==> src/rtl/plc_pkg.sv <==
// Constants and types of the pulse count LED level control
// Contract
// - Count each rising edge on the control pin; decode the count as one of 14 levels.
// - Levels 1 to 14 select falling sink currents, 20.0 mA down to 1.8 mA.
// - Pin held high at least 500 us copies the count into the level register.
// - After a latch the edge counter is cleared for the next burst.
// - Pin low at least 500 us enters shutdown, clears the level, disables outputs.
// - Counting works for any pulse timing, from about 15 kHz up to 1 MHz.
// - All four sinks are driven from the one latched level register.
// - Charge pump switches at a fixed 1 MHz at every level 1 to 14, and stops in shutdown.
package plc_pkg;
	localparam int CLK_PERIOD_NS = 100;
	localparam int CLK_FREQ_KHZ = 10000;
	localparam int LATCH_HOLD_NS = 500000;
	localparam int OFF_TIMEOUT_NS = 500000;
	localparam int LATCH_HOLD_CYCLES = (LATCH_HOLD_NS + CLK_PERIOD_NS - 1) / CLK_PERIOD_NS;
	localparam int OFF_TIMEOUT_CYCLES = (OFF_TIMEOUT_NS + CLK_PERIOD_NS - 1) / CLK_PERIOD_NS;
	localparam int PUMP_FREQ_KHZ = 1000;
	localparam int PUMP_HALF_CYCLES = CLK_FREQ_KHZ / (2 * PUMP_FREQ_KHZ);
	localparam int CHANNELS = 4;
	localparam int LEVEL_W = 4;
	localparam int CURRENT_W = 8;
	localparam int TIMER_W = 16;
	localparam int PUMP_W = 3;
	localparam logic [LEVEL_W-1:0] LEVEL_MAX = 4'hE;
	localparam logic [LEVEL_W-1:0] LEVEL_RESET = 4'h0;
	localparam logic [CURRENT_W-1:0] CURRENT_RESET = 8'h00;

	// One current sink: enable and current in steps of 0.1 mA
	typedef struct packed {
		logic enable;
		logic [CURRENT_W-1:0] current;
	} plc_sink_t;
endpackage

==> src/rtl/plc_ctrl.sv <==
// Pulse count level control: edge counter, timeouts, level register, sinks, pump clock
module plc_ctrl #(
	parameter int LATCH_HOLD_CYCLES = plc_pkg::LATCH_HOLD_CYCLES,
	parameter int OFF_TIMEOUT_CYCLES = plc_pkg::OFF_TIMEOUT_CYCLES
) (
	input wire logic clk,
	input wire logic reset,
	input wire logic pulse_count_protocol,
	output plc_pkg::plc_sink_t [plc_pkg::CHANNELS-1:0] led_current_sinks,
	output logic [plc_pkg::LEVEL_W-1:0] level,
	output logic shutdown,
	output logic pump_clk
);
	localparam logic [plc_pkg::TIMER_W-1:0] LATCH_LAST = plc_pkg::TIMER_W'(LATCH_HOLD_CYCLES - 1);
	localparam logic [plc_pkg::TIMER_W-1:0] LATCH_SAT = plc_pkg::TIMER_W'(LATCH_HOLD_CYCLES);
	localparam logic [plc_pkg::TIMER_W-1:0] OFF_LAST = plc_pkg::TIMER_W'(OFF_TIMEOUT_CYCLES - 1);
	localparam logic [plc_pkg::TIMER_W-1:0] OFF_SAT = plc_pkg::TIMER_W'(OFF_TIMEOUT_CYCLES);
	localparam logic [plc_pkg::PUMP_W-1:0] PUMP_LAST = plc_pkg::PUMP_W'(plc_pkg::PUMP_HALF_CYCLES - 1);

	logic pin_meta_reg;
	logic pin_sync_reg;
	logic pin_prev_reg;
	logic [plc_pkg::TIMER_W-1:0] high_cnt_reg;
	logic [plc_pkg::TIMER_W-1:0] high_cnt_next;
	logic [plc_pkg::TIMER_W-1:0] low_cnt_reg;
	logic [plc_pkg::TIMER_W-1:0] low_cnt_next;
	logic [plc_pkg::LEVEL_W-1:0] cnt_reg;
	logic [plc_pkg::LEVEL_W-1:0] cnt_next;
	logic [plc_pkg::LEVEL_W-1:0] level_reg;
	logic [plc_pkg::LEVEL_W-1:0] level_next;
	logic shutdown_reg;
	logic shutdown_next;
	logic [plc_pkg::PUMP_W-1:0] pump_cnt_reg;
	logic [plc_pkg::PUMP_W-1:0] pump_cnt_next;
	logic pump_reg;
	logic pump_next;
	logic [plc_pkg::CURRENT_W-1:0] rom_current;
	plc_pkg::plc_sink_t sink_reg [plc_pkg::CHANNELS];
	plc_pkg::plc_sink_t sink_next;
	wire rise;
	wire latch_fire;
	wire latch_take;
	wire off_fire;
	wire cnt_full;
	wire pump_wrap;

	// Pin synchroniser
	always_ff @(posedge clk or posedge reset) begin
		if (reset) begin
			pin_meta_reg <= 1'b0;
			pin_sync_reg <= 1'b0;
			pin_prev_reg <= 1'b0;
		end else begin
			pin_meta_reg <= pulse_count_protocol;
			pin_sync_reg <= pin_meta_reg;
			pin_prev_reg <= pin_sync_reg;
		end
	end

	// Edge detect and timeouts, each measured by its own saturating timer
	assign rise = pin_sync_reg & ~pin_prev_reg;
	assign high_cnt_next = !pin_sync_reg ? '0 : (high_cnt_reg == LATCH_SAT ? high_cnt_reg : high_cnt_reg + 1'b1);
	assign low_cnt_next = pin_sync_reg ? '0 : (low_cnt_reg == OFF_SAT ? low_cnt_reg : low_cnt_reg + 1'b1);
	assign latch_fire = pin_sync_reg && (high_cnt_reg == LATCH_LAST);
	assign off_fire = !pin_sync_reg && (low_cnt_reg == OFF_LAST);
	assign latch_take = latch_fire && (cnt_reg != plc_pkg::LEVEL_RESET);
	assign cnt_full = (cnt_reg == plc_pkg::LEVEL_MAX);

	// Edge counter saturates at the top level; cleared by latch or shutdown
	assign cnt_next = (latch_fire || off_fire) ? plc_pkg::LEVEL_RESET :
		((rise && !cnt_full) ? cnt_reg + 1'b1 : cnt_reg);

	// Level register and shutdown state
	assign level_next = off_fire ? plc_pkg::LEVEL_RESET : (latch_take ? cnt_reg : level_reg);
	assign shutdown_next = off_fire ? 1'b1 : (latch_take ? 1'b0 : shutdown_reg);

	always_ff @(posedge clk or posedge reset) begin
		if (reset) begin
			high_cnt_reg <= '0;
			low_cnt_reg <= '0;
			cnt_reg <= plc_pkg::LEVEL_RESET;
			level_reg <= plc_pkg::LEVEL_RESET;
			shutdown_reg <= 1'b1;
		end else begin
			high_cnt_reg <= high_cnt_next;
			low_cnt_reg <= low_cnt_next;
			cnt_reg <= cnt_next;
			level_reg <= level_next;
			shutdown_reg <= shutdown_next;
		end
	end

	// Current lookup
	plc_level_rom plc_level_rom_i (
		.clk(clk),
		.reset(reset),
		.level(level_reg),
		.current(rom_current)
	);

	// All sinks follow the one level register
	assign sink_next.enable = (level_reg != plc_pkg::LEVEL_RESET) && (rom_current != plc_pkg::CURRENT_RESET);
	assign sink_next.current = rom_current;

	genvar ch;
	generate
		for (ch = 0; ch < plc_pkg::CHANNELS; ch++) begin : g_sink
			always_ff @(posedge clk or posedge reset) begin
				if (reset) begin
					sink_reg[ch] <= '0;
				end else begin
					sink_reg[ch] <= sink_next;
				end
			end
			assign led_current_sinks[ch] = sink_reg[ch];
		end
	endgenerate

	// Charge pump clock: fixed divider, runs whenever not in shutdown
	assign pump_wrap = (pump_cnt_reg == PUMP_LAST);
	assign pump_cnt_next = (shutdown_reg || pump_wrap) ? '0 : pump_cnt_reg + 1'b1;
	assign pump_next = shutdown_reg ? 1'b0 : (pump_wrap ? ~pump_reg : pump_reg);

	always_ff @(posedge clk or posedge reset) begin
		if (reset) begin
			pump_cnt_reg <= '0;
			pump_reg <= 1'b0;
		end else begin
			pump_cnt_reg <= pump_cnt_next;
			pump_reg <= pump_next;
		end
	end

	assign level = level_reg;
	assign shutdown = shutdown_reg;
	assign pump_clk = pump_reg;

	// Checks
	AST_EDGE_COUNT: assert property (@(posedge clk) disable iff (reset)
		rise && !cnt_full |=> cnt_reg == $past(cnt_reg) + 4'h1)
		else $error("Rising edge not counted");

	AST_LEVEL_MAP: assert property (@(posedge clk) disable iff (reset)
		level_reg == 4'h1 ##1 level_reg == 4'h1 |=> sink_reg[0].current == 8'hC8 && sink_reg[0].enable)
		else $error("Level 1 does not select top current");

	AST_LEVEL_LOW: assert property (@(posedge clk) disable iff (reset)
		level_reg == 4'hE ##1 level_reg == 4'hE |=> sink_reg[3].current == 8'h12)
		else $error("Level 14 does not select lowest current");

	AST_LATCH: assert property (@(posedge clk) disable iff (reset)
		latch_fire && cnt_reg != 4'h0 |=> level_reg == $past(cnt_reg) && !shutdown_reg)
		else $error("Count not latched after high hold");

	AST_CNT_CLEAR: assert property (@(posedge clk) disable iff (reset)
		latch_fire |=> cnt_reg == 4'h0 ##1 level_reg == $past(level_reg))
		else $error("Counter not cleared after latch");

	AST_OFF: assert property (@(posedge clk) disable iff (reset)
		off_fire |=> level_reg == 4'h0 && shutdown_reg ##2 !sink_reg[0].enable && !sink_reg[2].enable)
		else $error("Low timeout did not shut down");

	AST_NO_EARLY_OFF: assert property (@(posedge clk) disable iff (reset)
		$rose(shutdown_reg) |-> $past(low_cnt_reg) == OFF_LAST && !$past(pin_sync_reg))
		else $error("Shutdown before low timeout");

	AST_SINKS_SAME: assert property (@(posedge clk) disable iff (reset)
		sink_reg[0] == sink_reg[1] && sink_reg[1] == sink_reg[2] && sink_reg[2] == sink_reg[3])
		else $error("Channels differ");

	AST_PUMP: assert property (@(posedge clk) disable iff (reset)
		$rose(pump_reg) && !shutdown_reg |-> (pump_reg || shutdown_reg)[*5] ##1 (!pump_reg || shutdown_reg))
		else $error("Pump half period wrong");

	AST_HOLD_ZERO: assert property (@(posedge clk) disable iff (reset)
		level_reg == 4'h0 && !latch_take |=> level_reg == 4'h0)
		else $error("Level left zero without latch");

	AST_LEVEL_RANGE: assert property (@(posedge clk) disable iff (reset)
		level_reg <= 4'hE)
		else $error("Level above top setting");

	AST_CNT_SAT: assert property (@(posedge clk) disable iff (reset)
		rise && cnt_full |=> cnt_reg == 4'hE)
		else $error("Edge counter left its top value");

	AST_CNT_QUIET: assert property (@(posedge clk) disable iff (reset)
		!rise && !latch_fire && !off_fire |=> cnt_reg == $past(cnt_reg))
		else $error("Edge counter moved without an edge");

	AST_LEVEL_CAUSE: assert property (@(posedge clk) disable iff (reset)
		level_reg != $past(level_reg) |-> $past(latch_fire) || $past(off_fire))
		else $error("Level changed without a timeout");

	AST_SHUT_LEVEL: assert property (@(posedge clk) disable iff (reset)
		shutdown_reg |-> level_reg == 4'h0)
		else $error("Level nonzero in shutdown");

	AST_SHUT_SINKS: assert property (@(posedge clk) disable iff (reset)
		level_reg == 4'h0 |=> !sink_reg[1].enable)
		else $error("Sink enabled at level zero");

	AST_OFF_CNT: assert property (@(posedge clk) disable iff (reset)
		off_fire |=> cnt_reg == 4'h0)
		else $error("Edge counter kept through shutdown");

	AST_SINKS_ON: assert property (@(posedge clk) disable iff (reset)
		level_reg != 4'h0 ##1 level_reg != 4'h0 |=> sink_reg[2].enable)
		else $error("Sink off at a nonzero level");

	AST_PUMP_STOP: assert property (@(posedge clk) disable iff (reset)
		shutdown_reg |=> !pump_reg)
		else $error("Pump running in shutdown");

	AST_PUMP_LOW: assert property (@(posedge clk) disable iff (reset)
		$fell(pump_reg) && !shutdown_reg |-> (!pump_reg || shutdown_reg)[*5] ##1 (pump_reg || shutdown_reg))
		else $error("Pump low half period wrong");

	COV_LATCH: cover property (@(posedge clk) disable iff (reset) latch_take);
	COV_OFF: cover property (@(posedge clk) disable iff (reset) off_fire && level_reg != 4'h0);
	COV_FULL: cover property (@(posedge clk) disable iff (reset) rise && cnt_full);
	COV_PUMP: cover property (@(posedge clk) disable iff (reset) $fell(pump_reg));
	COV_RELATCH: cover property (@(posedge clk) disable iff (reset) latch_take && level_reg != 4'h0);
endmodule // plc_ctrl

==> src/rtl/plc_level_rom.sv <==
// Level to sink current lookup with registered output
module plc_level_rom (
	input wire logic clk,
	input wire logic reset,
	input wire logic [plc_pkg::LEVEL_W-1:0] level,
	output logic [plc_pkg::CURRENT_W-1:0] current
);
	logic [plc_pkg::CURRENT_W-1:0] current_next;

	// Current in 0.1 mA steps, about 1.5 dB apart
	always_comb begin
		case (level)
			4'h1: current_next = 8'hC8;
			4'h2: current_next = 8'hAA;
			4'h3: current_next = 8'h8C;
			4'h4: current_next = 8'h78;
			4'h5: current_next = 8'h64;
			4'h6: current_next = 8'h56;
			4'h7: current_next = 8'h46;
			4'h8: current_next = 8'h3C;
			4'h9: current_next = 8'h32;
			4'hA: current_next = 8'h2A;
			4'hB: current_next = 8'h24;
			4'hC: current_next = 8'h1E;
			4'hD: current_next = 8'h18;
			4'hE: current_next = 8'h12;
			default: current_next = plc_pkg::CURRENT_RESET;
		endcase
	end

	always_ff @(posedge clk or posedge reset) begin
		if (reset) begin
			current <= plc_pkg::CURRENT_RESET;
		end else begin
			current <= current_next;
		end
	end
endmodule // plc_level_rom

==> config.mk <==
export PLATFORM = sky130hd
export DESIGN_NAME = plc_ctrl
export DESIGN_NICKNAME = d
export VERILOG_FILES = /design/src/rtl/plc_pkg.sv /design/src/rtl/plc_ctrl.sv /design/src/rtl/plc_level_rom.sv
export SDC_FILE = /design/constraint.sdc
export NUM_CORES = 1
export LEC_CHECK = 0
export BUFFER_PORTS_ARGS = -buffer_cell sky130_fd_sc_hd__buf_2
export CORE_ASPECT_RATIO = 0.75
export CORE_MARGIN = 8
export CORE_UTILIZATION = 45
export CTS_CLUSTER_SIZE = 25
export DETAILED_ROUTE_END_ITERATION = 8
export PLACE_DENSITY = 0.67
export SYNTH_ARGS = -nofsm -noshare
export SYNTH_HDL_FRONTEND = slang
export SYNTH_SLANG_ARGS = --single-unit
==> constraint.sdc <==
create_clock -name clk -period 1.8 [get_ports clk]
set_input_delay 0.36 -clock clk [delete_from_list [all_inputs] [get_ports clk]]
set_output_delay 0.36 -clock clk [all_outputs]
set_load 0.03 [all_outputs]
==> out/results.tsv <==
stage	metric	value	unit
layout	Fillers	605	
routing	Vias	2272	
layout	commonest non-fill, non-tap cell in the layout	dfrtp_1	
timing	final setup violation count	0	
layout	post-route cell area	3751	um^2
layout	Final Non-Filler Cells	452	
setup_path	reg-to-reg endpoint	level[3]	
setup_path	critical path depth	5	
routing	DRC Markers	0	
logic_synthesis	Synth area leader	dfrtp_1	
setup_path	Worst path slowest cell	dfrtp_1	
layout	fraction of layout cells with a size suffix above 1	23.73	%
setup_path	R2R setup slack	140	ps
cts	CTS Hold Bufs	0	
logic_synthesis	share of the synthesized area in the top cell type	47.84	%
layout	Multi-input gate area	1381	um^2
layout	Area Growth Syn to Fin	15.66	%
grt	vias in the first global route	2139	
power_and_ir_drop	Power Total	3.341	mW
routing	First-pass DRT Iterations	4	
grt	grt ovf	0	
die	Initial Utilization	47.02	%
timing	Setup Skew	8.636	ps
setup_path	nature of the critical path endpoint	flop	
power_and_ir_drop	Max VDD drop	0.5427	mV
die	die width	114.0	um
job	max-cap violations	0	
grt	GRT Util Overall	12.51	%
timing	setup TNS	0	ps
die	Core Region	6897	um^2
layout	commonest non-fill, non-tap cells in the layout	dfrtp_1 (62), buf_2 (40), nor2_1 (37)	
die	die height	89.52	um
logic_synthesis	Synth Register Bits	63	
routing	WL/cell	13.26	um
logic_synthesis	synthesized area per cell	10.33	um^2
routing	initial DRC count	80	
setup_path	crit path cell chain	ha_1, and4b_1, and4_1, nand2_1, a32o_1	
routing	Final ANT Viol Nets	0	
setup_path	worst path arrival time	1880	ps
layout	Layout Utilization	54.39	%
setup_path	Setup crit end	level[3]	
power_and_ir_drop	Power Density	890.7	nW/um^2
timing	Tmin final	1664	ps
setup_path	R2R depth	5	
layout	# nets final	367	
setup_path	crit path kind	reg2reg	
die	Row Count	26	
logic_synthesis	count of cell types in the netlist	44	
power_and_ir_drop	leakage power	1.847	nW
placed_design	DPL Wire Length	4295	um
cts	Clock Sink Count	63	
cts	clk buf depth	2	
setup_path	max incr delay on CP	470	ps
placed_design	pre-CTS setup slack	135.7	ps
cts	clk slew on worst S/H paths	80	ps
cts	TritonCTS Buffers	9	
logic_synthesis	Synth warnings	0	
setup_path	critical path startpoint	high_cnt_reg[0]	
cts	Root Driver	clkbuf_8	
cts	CTS tree	done	
timing	Setup WS post-layout	136.3	ps
routing	DRT Wirelength	5995	um
placed_design	number of port buffers	40	
placed_design	placed cells	435	
setup_path	CP Max Fanout	7	
logic_synthesis	sequential cell area fraction in the yosys report	48.65	%
cts	CTS HTree Levels	3	
setup_path	Worst Setup Start Kind	flop	
logic_synthesis	most area-consuming cells after synthesis	dfrtp_1 (48%), buf_4 (6.7%), ha_1 (5.8%)	
logic_synthesis	Synth Instances	314	
grt	largest net degree at the start of global routing	25	
layout	Reg area	1578	um^2
grt	first-pass GRT wire length	10290	um
setup_path	Reg2Reg Launch Point	high_cnt_reg[0]	
die	Die ar.	10210	um^2
cts	Worst-Skew Late Latency	330	ps
timing	Max Slew Vio Count	0	
die	Top Ports	45	
timing	Peak Freq	601.1	MHz
setup_path	CP required	2020	ps
status	status	completed	
layout	# diodes	0	
timing	RSZ-0062 raised after global routing	false	
hold_path	Hold WC Path Type	in2async	
setup_path	crit path buf inv count	0	
grt	initial antenna violation count	0	
logic_synthesis	mapped cell area	3243	um^2
placed_design	gpl congestion	0.8388	
setup_path	CP delay by family, top	simple AND/OR/NAND/NOR gates	
placed_design	DP Area	3478	um^2
routing	drt via density	5.027	
timing	Tcrit/Tclk final	92.43	%
timing	Final Hold Fails	0	
timing	hold_ws	54.32	ps
## where the power goes
| group | internal [mW] | switching [mW] | leakage [nW] | total (mW) |
|---|---|---|---|---|
| clock network | 0.967 | 0.552 | 0.124 | 1.52 |
| logic | 0.111 | 0.159 | 0.875 | 0.270 |
| registers | 1.47 | 0.0787 | 0.848 | 1.55 |
| total | 2.55 | 0.790 | 1.85 | 3.34 |
## worst min path at each step
| stage | to | slack (ps) |
|---|---|---|
| after CTS | pump_cnt_reg[2] | 50 |
| after floorplan | pin_sync_reg | 330 |
| after global placement | pin_sync_reg | 330 |
| after detailed placement | pin_sync_reg | 340 |
| final | pump_cnt_reg[1] | 50 |
| after global routing | plc_level_rom_i.current[3] | 70 |
## layout make-up
cell class | count | share of cell area [%]
multi-input combinational | 201 | 36.82
sequential | 63 | 42.06
tap | 98 | 3.269
clock inverter | 6 | 3.069
timing repair buffer | 56 | 9.206
clock buffer | 10 | 3.669
inverter | 18 | 1.901
## synth_stat cells
cell and instances:
nor4bb_1 2, or4_1 1, and3_1 5, o31a_1 1, nand3b_1 2, nor3_1 8, nand4_1 10, or3_1 3
nand2_1 16, buf_4 29, xor2_1 14, inv_1 17, and4b_1 1, a22oi_1 1, and3b_1 1, nor4b_1 4
a32o_1 2, nand2_2 1, and4_1 3, a21bo_2 1, and4bb_2 1, o31ai_1 1, or2b_1 1, nor2_1 37
and3b_2 1, mux4_2 3, nor2b_1 1, dfstp_2 1, nand2b_1 2, a21oi_1 8, dfrtp_1 62, nand3_1 18
clkinv_1 1, nor4_1 5, conb_1 1, and4_4 1, clkbuf_1 5, xnor2_1 13, and2_1 2, ha_1 15
o21ai_0 5, mux2i_1 6, a22o_1 1, buf_1 1
## kinds of logic after synthesis
group	count (synthesis)	synth area share [%]
simple gates	126	20.80
flops	63	48.65
buf+inv	53	9.491
xor+xnor	27	7.292
compound gates	20	3.935
fa+ha+maj	15	5.787
mux	9	3.935
other cells	1	0.1156
## what timing repair did
item                                    CTS  global route
gates resized for setup                   0             2
endpoints found under the setup margin    0             6
buffers inserted                          0             1
## per-layer routing
metal	share of wire, %	GRT usage [%]	up-vias
li1	-	-	1115
met2	42	19.11	69
met5	0	0	-
met3	8.7	4.386	5
met4	0.70	4.212	0
met1	48	16.24	1083
Power figures use the tool's default switching activity.
